<file path="src/rtl/pcs_params.svh">
// constants for the panel serial command handler
`ifndef PCS_PARAMS_SVH
`define PCS_PARAMS_SVH
`define PCS_CLK_HZ 50000000
`define PCS_BAUD 2400
`define PCS_BIT_CYC (`PCS_CLK_HZ / `PCS_BAUD)
`define PCS_HALF_CYC (`PCS_BIT_CYC / 2)
`define PCS_CMD_RESET 8'h00
`define PCS_CMD_SET 8'h01
`define PCS_CMD_GET 8'h02
`define PCS_CMD_HYST 8'h03
`define PCS_NSW 8
`define PCS_NAD 2
`define PCS_NIND 8
`define PCS_SW_BASE 8'h00
`define PCS_AD_BASE 8'h10
`define PCS_IND_BASE 8'h20
`define PCS_COMM_CODE 8'hF0
`define PCS_NOISE_CODE 8'hF1
`define PCS_DEB_MS 10
`define PCS_DEB_CYC (`PCS_CLK_HZ / 1000 * `PCS_DEB_MS)
`define PCS_NOISE_MS 500
`define PCS_NOISE_CYC (`PCS_CLK_HZ / 1000 * `PCS_NOISE_MS)
`define PCS_NOISE_CONT_MIN 8'h80
`define PCS_HYST_RST 8'h04
`endif

</file>
<file path="src/rtl/pcs_pkg.sv">
// types for the panel serial command handler
package pcs_pkg;
  typedef enum logic [5:0] {
    P_IDLE = 6'b000001,
    P_CODE = 6'b000010,
    P_DATA = 6'b000100,
    P_SEND = 6'b001000,
    P_SEND2 = 6'b010000,
    P_WAIT = 6'b100000
  } pcs_state_t;
  typedef struct packed {
    logic [7:0] code;
    logic [7:0] value;
  } pcs_msg_t;
endpackage : pcs_pkg

</file>
<file path="src/rtl/pcs_uart_rx.sv">
// serial byte receiver, 8N1 lsb first
`timescale 1ns/100ps
`include "pcs_params.svh"
module pcs_uart_rx
  import pcs_pkg::*;
#(
  parameter int BIT_CYC = `PCS_BIT_CYC // clocks per serial bit
)(
  input wire logic clk, // system clock
  input wire logic rst_n, // async reset, active low
  input wire logic rxd, // serial line in
  output logic [7:0] data, // received byte
  output logic valid // one-cycle pulse per byte
);
  logic [15:0] cnt_q, cnt_d;
  logic [3:0] bit_q, bit_d;
  logic [7:0] sh_q, sh_d;
  logic busy_q, busy_d;
  logic vld_q, vld_d;

  // sample mid-bit; a start bit that fails its middle sample is noise
  always_comb begin
    cnt_d = cnt_q;
    bit_d = bit_q;
    sh_d = sh_q;
    busy_d = busy_q;
    vld_d = 1'b0;
    if (!busy_q) begin
      if (!rxd) begin
        busy_d = 1'b1;
        cnt_d = 16'(BIT_CYC / 2);
        bit_d = 4'h0;
      end
    end else if (cnt_q != 16'h0000) begin
      cnt_d = cnt_q - 16'h0001;
    end else begin
      cnt_d = 16'(BIT_CYC - 1);
      bit_d = bit_q + 4'h1;
      if (bit_q == 4'h0) begin
        if (rxd) busy_d = 1'b0;
      end else if (bit_q < 4'h9) begin
        sh_d = {rxd, sh_q[7:1]};
      end else begin
        busy_d = 1'b0;
        vld_d = rxd; // bad stop bit drops the byte
      end
    end
  end

  // registers
  always_ff @(posedge clk or negedge rst_n) begin
    if (!rst_n) begin
      cnt_q <= 16'h0000;
      bit_q <= 4'h0;
      sh_q <= 8'h00;
      busy_q <= 1'b0;
      vld_q <= 1'b0;
    end else begin
      cnt_q <= cnt_d;
      bit_q <= bit_d;
      sh_q <= sh_d;
      busy_q <= busy_d;
      vld_q <= vld_d;
    end
  end
  assign data = sh_q;
  assign valid = vld_q;
endmodule : pcs_uart_rx

</file>
<file path="src/rtl/pcs_uart_tx.sv">
// serial byte transmitter, 8N1 lsb first
`timescale 1ns/100ps
`include "pcs_params.svh"
module pcs_uart_tx
  import pcs_pkg::*;
#(
  parameter int BIT_CYC = `PCS_BIT_CYC // clocks per serial bit
)(
  input wire logic clk, // system clock
  input wire logic rst_n, // async reset, active low
  input wire logic start, // pulse: send data
  input wire logic [7:0] data, // byte to send
  output logic txd, // serial line out
  output logic busy // high while a frame is on the line
);
  logic [15:0] cnt_q, cnt_d;
  logic [3:0] bit_q, bit_d;
  logic [9:0] sh_q, sh_d;
  logic busy_q, busy_d;

  // frame = start, 8 data lsb first, stop
  always_comb begin
    cnt_d = cnt_q;
    bit_d = bit_q;
    sh_d = sh_q;
    busy_d = busy_q;
    if (!busy_q) begin
      if (start) begin
        sh_d = {1'b1, data, 1'b0};
        busy_d = 1'b1;
        cnt_d = 16'(BIT_CYC - 1);
        bit_d = 4'h0;
      end
    end else if (cnt_q != 16'h0000) begin
      cnt_d = cnt_q - 16'h0001;
    end else begin
      cnt_d = 16'(BIT_CYC - 1);
      sh_d = {1'b1, sh_q[9:1]};
      bit_d = bit_q + 4'h1;
      if (bit_q == 4'h9) busy_d = 1'b0;
    end
  end

  // registers; idle line is mark
  always_ff @(posedge clk or negedge rst_n) begin
    if (!rst_n) begin
      cnt_q <= 16'h0000;
      bit_q <= 4'h0;
      sh_q <= 10'h3FF;
      busy_q <= 1'b0;
    end else begin
      cnt_q <= cnt_d;
      bit_q <= bit_d;
      sh_q <= sh_d;
      busy_q <= busy_d;
    end
  end
  assign txd = busy_q ? sh_q[0] : 1'b1;
  assign busy = busy_q;
endmodule : pcs_uart_tx

</file>
<file path="src/rtl/pcs_panel.sv">
// panel controller: serial command parser, reports and pseudo-devices
`timescale 1ns/100ps
`include "pcs_params.svh"
module pcs_panel
  import pcs_pkg::*;
#(
  parameter logic [7:0] COMM_CODE = `PCS_COMM_CODE,
  parameter logic [7:0] NOISE_CODE = `PCS_NOISE_CODE,
  parameter logic [7:0] NOISE_CONT_MIN = `PCS_NOISE_CONT_MIN,
  parameter int DEB_CYC = `PCS_DEB_CYC,
  parameter int NOISE_CYC = `PCS_NOISE_CYC,
  parameter int BIT_CYC = `PCS_BIT_CYC
)(
  input wire logic REF_CLK, // 50 MHz system clock
  input wire logic RST_N, // async power-on reset, active low
  input wire logic RXD, // serial in from simulation_host
  input wire logic [`PCS_NSW-1:0] SW_IN, // raw switch contacts
  input wire logic [7:0] AD_IN [`PCS_NAD], // A/D control samples
  output logic TXD, // serial out to simulation_host
  output logic [7:0] IND_OUT [`PCS_NIND], // indicator values
  output logic COMM_EN, // comms subsystem enable
  output logic [7:0] NOISE_SEL, // active noise, 0 is silent
  output logic NOISE_ACT // a noise is playing
);
  // serial engines and their handshake
  logic [7:0] rx_data;
  logic rx_vld;
  logic tx_start;
  logic [7:0] tx_data;
  logic tx_busy;
  logic txd_w;
  logic txd_q;
  // parser state and the message waiting for the line
  pcs_state_t st_q, st_d;
  logic [7:0] cmd_q, cmd_d;
  pcs_msg_t arg_q, arg_d;
  pcs_msg_t out_q, out_d;
  // settings the host can write and read back
  logic [7:0] ind_q [`PCS_NIND];
  logic [7:0] ind_d [`PCS_NIND];
  logic comm_q, comm_d;
  logic [7:0] noise_q, noise_d;
  logic [31:0] ntmr_q, ntmr_d;
  logic act_q, act_d;
  // change detection; the images hold what the host last heard
  logic [7:0] hyst_q, hyst_d;
  logic [`PCS_NSW-1:0] sw_q, sw_d;
  logic [31:0] deb_q [`PCS_NSW];
  logic [31:0] deb_d [`PCS_NSW];
  logic [7:0] ad_q [`PCS_NAD];
  logic [7:0] ad_d [`PCS_NAD];
  // the reset command only counts in idle, so a code byte 00 is safe
  logic soft_rst;

  // receiver; a byte with a bad stop bit never reaches the parser
  pcs_uart_rx #(.BIT_CYC(BIT_CYC)) u_rx (
    .clk(REF_CLK),
    .rst_n(RST_N),
    .rxd(RXD),
    .data(rx_data),
    .valid(rx_vld)
  );

  // transmitter; busy covers the stop bit so frames never overlap
  pcs_uart_tx #(.BIT_CYC(BIT_CYC)) u_tx (
    .clk(REF_CLK),
    .rst_n(RST_N),
    .start(tx_start),
    .data(tx_data),
    .txd(txd_w),
    .busy(tx_busy)
  );

  // absolute distance, used by the A/D change test
  function automatic logic [7:0] pcs_absdiff(input logic [7:0] a,
                                             input logic [7:0] b);
    pcs_absdiff = (a > b) ? 8'(a - b) : 8'(b - a);
  endfunction : pcs_absdiff

  // current value of any code; unknown codes read as zero
  function automatic logic [7:0] pcs_lookup(input logic [7:0] n);
    logic [7:0] v;
    v = 8'h00;
    if (n == COMM_CODE) begin
      v = {7'h00, comm_q};
    end else if (n == NOISE_CODE) begin
      v = noise_q;
    end else if (n >= `PCS_SW_BASE && n < `PCS_SW_BASE + `PCS_NSW) begin
      v = {7'h00, sw_q[3'(n - `PCS_SW_BASE)]};
    end else if (n >= `PCS_AD_BASE && n < `PCS_AD_BASE + `PCS_NAD) begin
      v = ad_q[1'(n - `PCS_AD_BASE)];
    end else if (n >= `PCS_IND_BASE && n < `PCS_IND_BASE + `PCS_NIND) begin
      v = ind_q[3'(n - `PCS_IND_BASE)];
    end
    pcs_lookup = v;
  endfunction : pcs_lookup

  assign soft_rst = (st_q == P_IDLE) && rx_vld && rx_data == `PCS_CMD_RESET;

  // parser and sender; a pending change report waits for the line
  always_comb begin
    st_d = st_q;
    cmd_d = cmd_q;
    arg_d = arg_q;
    out_d = out_q;
    ind_d = ind_q;
    comm_d = comm_q;
    noise_d = noise_q;
    ntmr_d = ntmr_q;
    hyst_d = hyst_q;
    sw_d = sw_q;
    deb_d = deb_q;
    ad_d = ad_q;
    tx_start = 1'b0;
    tx_data = out_q.code;
    // noise timeout, continuous noises never time out
    if (noise_q != 8'h00 && noise_q < NOISE_CONT_MIN) begin
      if (ntmr_q == 32'h0) noise_d = 8'h00;
      else ntmr_d = ntmr_q - 32'h1;
    end
    // bytes arriving while a message is being sent are lost; the host waits for replies
    case (st_q)
      P_IDLE: begin
        if (rx_vld) begin
          cmd_d = rx_data;
          if (rx_data == `PCS_CMD_SET || rx_data == `PCS_CMD_GET ||
              rx_data == `PCS_CMD_HYST) begin
            st_d = P_CODE;
          end
          // other bytes fall through and are dropped
        end else begin
          // unsolicited reports, first changed A/D then switch
          for (int i = `PCS_NSW - 1; i >= 0; i--) begin
            if (deb_q[i] >= 32'(DEB_CYC)) begin
              out_d.code = 8'(`PCS_SW_BASE + i);
              out_d.value = {7'h00, SW_IN[i]};
              st_d = P_SEND;
            end
          end
          for (int j = `PCS_NAD - 1; j >= 0; j--) begin
            if (pcs_absdiff(AD_IN[j], ad_q[j]) > hyst_q) begin
              out_d.code = 8'(`PCS_AD_BASE + j);
              out_d.value = AD_IN[j];
              st_d = P_SEND;
            end
          end
          if (st_d == P_SEND) begin
            for (int i = 0; i < `PCS_NSW; i++) begin
              if (out_d.code == 8'(`PCS_SW_BASE + i)) begin
                sw_d[i] = SW_IN[i];
                deb_d[i] = 32'h0;
              end
            end
            for (int j = 0; j < `PCS_NAD; j++) begin
              if (out_d.code == 8'(`PCS_AD_BASE + j)) ad_d[j] = AD_IN[j];
            end
          end
        end
      end
      P_CODE: begin
        if (rx_vld) begin
          arg_d.code = rx_data;
          if (cmd_q == `PCS_CMD_GET) begin
            out_d.code = rx_data;
            out_d.value = pcs_lookup(rx_data);
            st_d = P_SEND;
          end else if (cmd_q == `PCS_CMD_HYST) begin
            hyst_d = rx_data;
            st_d = P_IDLE;
          end else begin
            st_d = P_DATA;
          end
        end
      end
      P_DATA: begin
        if (rx_vld) begin
          st_d = P_IDLE;
          // comms ignores any value but 0 and 1
          if (arg_q.code == COMM_CODE) begin
            if (rx_data == 8'h01) comm_d = 1'b1;
            else if (rx_data == 8'h00) comm_d = 1'b0;
          end else if (arg_q.code == NOISE_CODE) begin
            noise_d = rx_data;
            ntmr_d = 32'(NOISE_CYC);
          end else if (arg_q.code >= `PCS_IND_BASE &&
                       arg_q.code < `PCS_IND_BASE + `PCS_NIND) begin
            ind_d[3'(arg_q.code - `PCS_IND_BASE)] = rx_data;
          end
        end
      end
      P_SEND: begin
        // a frame still on the line holds the code byte back
        if (!tx_busy) begin
          tx_start = 1'b1;
          tx_data = out_q.code;
          st_d = P_WAIT;
        end
      end
      P_WAIT: begin
        // value byte leaves right after the code byte's stop bit
        if (!tx_busy) begin
          tx_start = 1'b1;
          tx_data = out_q.value;
          st_d = P_SEND2;
        end
      end
      P_SEND2: begin
        // hold the parser off until the last stop bit is out
        if (!tx_busy) st_d = P_IDLE;
      end
      default: st_d = P_IDLE;
    endcase
    // switch debounce: count while raw differs from reported
    for (int i = 0; i < `PCS_NSW; i++) begin
      if (SW_IN[i] == sw_d[i]) deb_d[i] = 32'h0;
      else if (deb_q[i] < 32'(DEB_CYC)) deb_d[i] = deb_q[i] + 32'h1;
    end
    // flag taken from the next noise value so it never lags the select
    act_d = (noise_d != 8'h00) ? 1'b1 : 1'b0;
  end

  // registers; the reset command clears as power-on does but re-learns the switch and A/D images
  always_ff @(posedge REF_CLK or negedge RST_N) begin
    if (!RST_N) begin
      st_q <= P_IDLE;
      cmd_q <= 8'h00;
      arg_q <= '0;
      out_q <= '0;
      comm_q <= 1'b0;
      noise_q <= 8'h00;
      ntmr_q <= 32'h0;
      hyst_q <= `PCS_HYST_RST;
      sw_q <= '0;
      txd_q <= 1'b1;
      act_q <= 1'b0;
      for (int i = 0; i < `PCS_NIND; i++) ind_q[i] <= 8'h00;
      for (int i = 0; i < `PCS_NSW; i++) deb_q[i] <= 32'h0;
      for (int j = 0; j < `PCS_NAD; j++) ad_q[j] <= 8'h00;
    end else if (soft_rst) begin
      st_q <= P_IDLE;
      cmd_q <= 8'h00;
      arg_q <= '0;
      out_q <= '0;
      comm_q <= 1'b0;
      noise_q <= 8'h00;
      ntmr_q <= 32'h0;
      hyst_q <= `PCS_HYST_RST;
      sw_q <= SW_IN; // re-learn panel without a report burst
      act_q <= 1'b0;
      txd_q <= txd_w;
      for (int i = 0; i < `PCS_NIND; i++) ind_q[i] <= 8'h00;
      for (int i = 0; i < `PCS_NSW; i++) deb_q[i] <= 32'h0;
      for (int j = 0; j < `PCS_NAD; j++) ad_q[j] <= AD_IN[j];
    end else begin
      st_q <= st_d;
      cmd_q <= cmd_d;
      arg_q <= arg_d;
      out_q <= out_d;
      comm_q <= comm_d;
      noise_q <= noise_d;
      ntmr_q <= ntmr_d;
      hyst_q <= hyst_d;
      sw_q <= sw_d;
      txd_q <= txd_w;
      act_q <= act_d;
      ind_q <= ind_d;
      deb_q <= deb_d;
      ad_q <= ad_d;
    end
  end

  // top outputs, all straight from registers
  assign TXD = txd_q;
  assign IND_OUT = ind_q;
  assign COMM_EN = comm_q;
  assign NOISE_SEL = noise_q;
  assign NOISE_ACT = act_q;
endmodule : pcs_panel

</file>
<file path="config.mk">
export PLATFORM = sky130hd
export DESIGN_NAME = pcs_panel
export DESIGN_NICKNAME = d
export VERILOG_FILES = /design/src/rtl/pcs_pkg.sv /design/src/rtl/pcs_uart_rx.sv /design/src/rtl/pcs_uart_tx.sv /design/src/rtl/pcs_panel.sv
export VERILOG_INCLUDE_DIRS = /design/src /design/src/rtl
export SDC_FILE = /design/constraint.sdc
export NUM_CORES = 1
export LEC_CHECK = 0
export ABC_AREA = 1
export CAP_MARGIN = 20
export CORE_MARGIN = 2
export CORE_UTILIZATION = 64
export DETAILED_ROUTE_END_ITERATION = 10
export DONT_BUFFER_PORTS = 1
export PLACE_DENSITY_LB_ADDON = 0.3
export SLEW_MARGIN = 20
export SYNTH_ARGS = -nofsm -noshare
export SYNTH_HDL_FRONTEND = slang
export SYNTH_HIERARCHICAL = 1
export SYNTH_SLANG_ARGS = --single-unit
</file>
<file path="constraint.sdc">
create_clock -name REF_CLK -period 5.9 [get_ports REF_CLK]
set_clock_uncertainty 0.05 [all_clocks]
set_input_delay 0.295 -clock REF_CLK [delete_from_list [all_inputs] [get_ports REF_CLK]]
set_output_delay 0.295 -clock REF_CLK [all_outputs]
set_load 0.1 [all_outputs]
</file>
**Yosys cells after proc, flatten, opt, wreduce, memory -nomap -nowiden**

Cells that the tools add are included.

- Flip-flop bits (word level): 494
- Output and inout port bits: 75

- $add $sub $neg: 20
- $lt $le $gt $ge: 35
- Eq/ne operators: 58
- Mux-type cells: 174
- Bitwise gates (word level): 5
- Reduce and logical (&&, ||, !) cells: 77

Operators with widths:

| kind | number |
|---|---|
| $mux W256 | 4 |
| $mux W32 | 31 |
| $mux W16 | 27 |
| $mux W64 | 6 |
| $mux W8 | 36 |
| $add A32 B1 Y32 const B | 8 |
| $ge A32 B19 Y1 const B | 8 |
| $lt A32 B19 Y1 const B | 8 |
| $mux W6 | 20 |
| $reduce_bool A4 Y1 | 24 |
| $bwmux W64 | 1 |
| $reduce_and A4 Y1 | 14 |
| $eq A8 B2 Y1 const B | 6 |
| $ne A4 B4 Y1 const B | 9 |
| $pmux W6 S6 | 1 |
| $mux W1 | 33 |
| $eq A8 B3 Y1 const B | 4 |
| $eq A8 B8 Y1 const B | 4 |
| $gt A8 B8 Y1 | 4 |
| $logic_not A32 Y1 | 1 |
| $pmux W16 S2 | 1 |
| $reduce_bool A16 Y1 | 2 |
| $sub A16 B1 Y16 const B | 2 |
| $sub A32 B1 Y32 const B | 1 |
| other kinds (51) | 114 |

**Depth between registers and ports, before layout**

- Depth in word-level cells: 21
- Mapped depth: 36
- Depth with buffers taken out: 34

**Modules after synthesis**

Netlist, hierarchy kept.

Modules (own cells, without submodules):

| module | instances | cells an instance | area an instance (um^2) | sequential area each (um^2) |
|---|---|---|---|---|
| pcs_panel | 1 | 3432 | 25177.9 | 10839.1 |
| pcs_uart_tx | 1 | 232 | 1789.2 | 762.0 |
| pcs_uart_rx | 1 | 232 | 1766.7 | 750.7 |

**Worst setup path before layout**

No wires, ideal clock.

- Kind: input to register
- From: in AD_IN[8] (netlist name)
- To: reg deb_q[47] (netlist name)
- Arrival time: 4214 ps
- Path slack: 1518 ps
- Cell stages on the path: 32
- Buffers on the path: 2
- Cells stage by stage: inv_1 ha_1 inv_1 fa_1 nand2_1 nand2_1 nand2_1 nand3_1 nand2_1 inv_1 o21ai_0 o221ai_1 xnor2_1 inv_1 ha_1 nand2_1 nor2_1 nand4_1 nand2_2 nand2_1 inv_1 nand3_4 nor2_4 inv_2 nor3_4 nand3_4 nand3_2 nand2_2 buf_6 buf_6 nand2_2 nand2_1

- Longest elaborated chain between the ends: 14

Ends and longest elaborated chain:

| item | line | RTL |
|---|---|---|
| from (decl) | pcs_panel.sv:18 | `` input wire logic [7:0] AD_IN [`PCS_NAD], `` |
| $sub A8 B8 Y8 / $gt A8 B8 Y1 (equally long branches) | pcs_panel.sv:77 | `pcs_absdiff = (a > b) ? 8'(a - b) : 8'(b - a);` |
| $mux W8 * | pcs_panel.sv:77 |  |
| $gt A8 B8 Y1 * | pcs_panel.sv:141 | `if (pcs_absdiff(AD_IN[j], ad_q[j]) > hyst_q) begin` |
| $mux W16 | pcs_panel.sv:141 |  |
| $mux W16 | pcs_panel.sv:124 | `if (rx_vld) begin` |
| $mux W16 | pcs_panel.sv:122 | `case (st_q)` |
| $eq A8 B3 Y1 | pcs_panel.sv:149 | `` if (out_d.code == 8'(`PCS_SW_BASE + i)) begin `` |
| $mux W1 | pcs_panel.sv:149 |  |
| $mux W8 | pcs_panel.sv:147 | `if (st_d == P_SEND) begin` |
| $mux W8 | pcs_panel.sv:124 |  |
| $mux W8 | pcs_panel.sv:122 |  |
| $eq A1 B1 Y1 | pcs_panel.sv:215 | `if (SW_IN[i] == sw_d[i]) deb_d[i] = 32'h0;` |
| $ne A4 B4 Y1 (no source line), or another cell as far along | -- |  |
| $reduce_and A4 Y1 (no source line) / $mux W256 (equally long branches) | -- |  |
| to (signal assigned) | pcs_panel.sv:267 | `deb_q <= deb_d;` |
| to (decl) | pcs_panel.sv:48 | `` logic [31:0] deb_q [`PCS_NSW]; `` |

Every way passes the cells marked *; elsewhere a longest branch is shown, timed or not. The select of a mux whose other input is x is not followed.
A chain may end at the register's enable or synchronous reset.

**Worst setup path after layout**

- From: reg ad_q[8] (netlist name)
- To: reg deb_q[53] (netlist name)

- Longest elaborated chain between the ends: 14

Ends and longest elaborated chain:

| item | line | RTL |
|---|---|---|
| from (decl) | pcs_panel.sv:50 | `` logic [7:0] ad_q [`PCS_NAD]; `` |
| from (signal assigned) | pcs_panel.sv:268 | `ad_q <= ad_d;` |
| $sub A8 B8 Y8 / $gt A8 B8 Y1 (equally long branches) | pcs_panel.sv:77 |  |
| $mux W8 * | pcs_panel.sv:77 |  |
| $gt A8 B8 Y1 * | pcs_panel.sv:141 |  |
| $mux W16 | pcs_panel.sv:141 |  |
| $mux W16 | pcs_panel.sv:124 |  |
| $mux W16 | pcs_panel.sv:122 |  |
| $eq A8 B3 Y1 | pcs_panel.sv:149 |  |
| $mux W1 | pcs_panel.sv:149 |  |
| $mux W8 | pcs_panel.sv:147 |  |
| $mux W8 | pcs_panel.sv:124 |  |
| $mux W8 | pcs_panel.sv:122 |  |
| $eq A1 B1 Y1 | pcs_panel.sv:215 |  |
| $ne A4 B4 Y1 (no source line), or another cell as far along | -- |  |
| $reduce_and A4 Y1 (no source line) / $mux W256 (equally long branches) | -- |  |

Marked as above.

==> impl_metrics.yaml <==
clock_tree:
  root_buffer: "clkbuf_16"
  cts_setup_buffers: 0
  htree_levels: 2
  cts_resized: 0
  clk_latency_ps: 610
  cts_tree: "built"
  clock_path_buffers: 3
  cts_buffers: 52
  clkSlewWorstSetupHoldPaths_ps: 60
  hold_buffers: 25
  cts.sinks: 493
sta:
  post-route-period-util_pct: 90.0
  hold_viol_final: 493
  rsz0062_at_grt: "false"
  finalSetupViolations: 0
  tightest_slew_ps: 1110
  slew_headroom_pct: 26.2
  timing.fmax_ghz: 0.188
  setup_tns_ps: 0
  hold_ws_ps: -651
  slew_violations: 0
  period_minus_slack_ps: 5310
  finalWorstSetupSlack_ps: 590
global_routing:
  gr-total-overflow: 0
  grt_max_degree: 494
  grt_pass1_vias: 24000
  grt_antenna_before_repair: 2
  grt_pass1_wl_um: 118000
  grt_usage_pct: 30.5
logic_synthesis:
  synth.cell_area_sq_um: 28700
  synth_adder_area_share_pct: 3.41
  synth_cells: 3896
  yosys.area_share.simple_pct: 29.9
  synth_compound_area_share_pct: 10.6
  synth_top_family_by_area: "simple AND/OR/NAND/NOR gates"
  synthesis.nets: 3999
  yosys_register_bits: 493
  synth_seq_area_share_pct: 43.0
  yosys_warnings: 6
  synth_edf_count: 0
  synth_ff_type: "dfrtp_1"
  avgSynthCellArea_sq_um: 7.38
  synth_xor_area_share_pct: 2.56
  async_flop_share_pct: 100
  synthMuxAreaShare_pct: 0.179
  synth_cell_type_count: 67
finish:
  fin_area_sq_um: 31200
  areaGrowthSynthToFinish_pct: 8.55
  fillers: 3578
  drive_above_1_share_pct: 6.71
  regArea_sq_um: 12400
  final_nets: 3998
  multi_input_area_sq_um: 13400
placement:
  place_hpwl_um: 47600
  gp_congestion: 0.958
  numPortBuffers: 0
  dpl_worst_slack_ps: 597
  placedInstanceArea_sq_um: 29100
critical_path:
  critPathMaxStageDelay_ps: 380
  start_kind: "flip-flop"
  crit_path_end_kind: "flip-flop"
  worstSetupPathType: "flip-flop to flip-flop"
  worst_path_max_delay_cell: "dfrtp_1"
  worstPathArrival_ps: 5740
  crit_top_cell: "nand2_1"
  crit_required_ps: 6330
  worst-path-max-fanout: 29
floorplanning:
  ios: 102
  fp.dieW_um: 216
  start_util_pct: 65.0
  core_sq_um: 44200
  die_area_sq_um: 46600
  die_h_um: 216
  std_cell_rows: 77
pwr:
  seqPwrFrac_pct: 45.4
  clock_power_share_pct: 46.4
  p_total_mw: 7.71
  switchingPower_mw: 1.85
  power.leakage_nw: 16.0
  powerDensity_nw_per_um2: 247
  p_int_mw: 5.86
  comb_power_share_pct: 8.3
  ir_drop_uv: 353
  sw_frac_of_total_pct: 24.0
detailed_routing:
  drcViolationCount: 0
  avgRoutedWirePerCell_um: 15.6
  wirelength_um: 70500
  via_count: 25300
  ant_nets: 0
  viasPerCell: 5.58
  firstDrtPassIters: 7
  drtIter0Drc: 2520
run_status:
  violations: "negative hold slack"
  status: "finished with violations"
run:
  maxCapViolCount: 0
min_path:
  hold_class: "input port to async pin"
[path summary, 6_finish.rpt]
kind / start / to / slack (ps) / depth (start not counted)
setup / recovery: ad_q[8] / deb_q[53] / 590 / 29
hold / removal: RST_N / IND_OUT[21] / -650 / 0
setup reg to reg: ad_q[8] / deb_q[53] / 590 / 29
hold reg to reg: u_tx/sh_q[0] / u_tx/sh_q[0] / 410 / 2
max in group asynchronous: RST_N / deb_q[254] / 5870 / 0
min in group REF_CLK: AD_IN[7] / out_q[7] / 30 / 4
[synth_stat cells, drive strengths merged (8+ instances only)]
cell,instances,area [sq um]
nand2,1013,3960
inv,644,2420
dfrtp,481,12000
nor2,439,1780
o21ai,347,1740
nand3,291,1590
a21oi,92,472
nor3,83,454
ha,72,901
xor2,64,561
nand4,55,359
buf,54,387
clkbuf,46,173
nor4,34,234
o22ai,26,163
o221ai,23,201
xnor2,20,175
nand3b,15,113
dfstp,12,315
a211oi,9,67.6
o211ai,8,60.1
o31ai,8,60.1
[cell families after synthesis]
group                      count (synthesis)
DFF                                      493
adders and majority gates                 76
muxes                                      5
buffers and inverters                    747
AOI/OAI and AO/OA                        547
and+or+nand+nor                         1944
xor gates and xnor gates                  84
[critical path, delay by kind of cell, from the launching register on]
family | cells | cell delay (ps)
adder cells (fa/ha/maj) | 3 | 810
buffers and inverters | 5 | 520
AO/OA/AOI/OAI | 2 | 440
flip-flops | 1 | 380
XOR/XNOR | 1 | 150
AND/OR/NAND/NOR | 18 | 2820
[layout by cell type (no fill, tap or decap), drive strengths merged, types with 12 or more instances in the layout]
| cell type | count |
|---|---|
| clkbuf | 79 |
| nand3 | 291 |
| nor2 | 439 |
| ha | 72 |
| xor2 | 64 |
| nand3b | 15 |
| buf | 20 |
| dlygate4sd3 | 25 |
| nor4 | 34 |
| o221ai | 23 |
| dfstp | 12 |
| a21oi | 92 |
| nand4 | 55 |
| nor3 | 83 |
| dfrtp | 481 |
| nand2 | 1013 |
| o22ai | 26 |
| o21ai | 347 |
| xnor2 | 20 |
| inv | 646 |
[per-stage QoR]
stage                     cells  util, %
after floorplan            3896        -
after detailed placement   4408     65.7
after global placement     4408     65.7
after global routing       4531     70.5
final                      4531     70.5
after CTS                  4529     70.5
[power groups by stage]
stage | Sequential (mW) | Clock, mW | Combinational, mW
2_1_floorplan | 3.54 | 0 | 0.492
3_3_place_gp | 3.56 | 0 | 0.598
3_5_place_dp | 3.56 | 0 | 0.607
4_1_cts | 3.50 | 3.61 | 0.630
5_1_grt | 3.50 | 3.74 | 0.721
6_report | 3.50 | 3.57 | 0.638
[routing by layer]
metal  GRT usage, %  wire, um
met1           41.4     30400
met4           10.7      2180
met5              0         0
met3           4.79      4950
met2           50.1     32900
[area by class of cell]
class	instances	area share (%)
Sequential cell	493	39.6
Clock buffer	79	4.95
Multi-Input combinational cell	2656	42.9
Tap cell	592	2.37
Timing Repair Buffer	45	1.28
Inverter	647	7.79
Antenna cell	2	0.0160
Clock inverter	17	1.04
[flip-flops by register name (all words and copies together) (netlist names)]
signal,flops
deb_q,256
IND_OUT,64
ntmr_q,32
ad_q,16
out_q,16
u_rx/cnt_q,16
u_tx/cnt_q,16
u_tx/sh_q,9
NOISE_SEL,8
arg_q,8
cmd_q,8
hyst_q,8
sw_q,8
u_rx/data,8
st_q,6
u_rx/bit_q,4
u_tx/bit_q,4
COMM_EN,1
NOISE_ACT,1
TXD,1
u_rx/busy_q,1
u_rx/valid,1
u_tx/busy,1
Note: power is estimated with default switching activity, not from simulation.
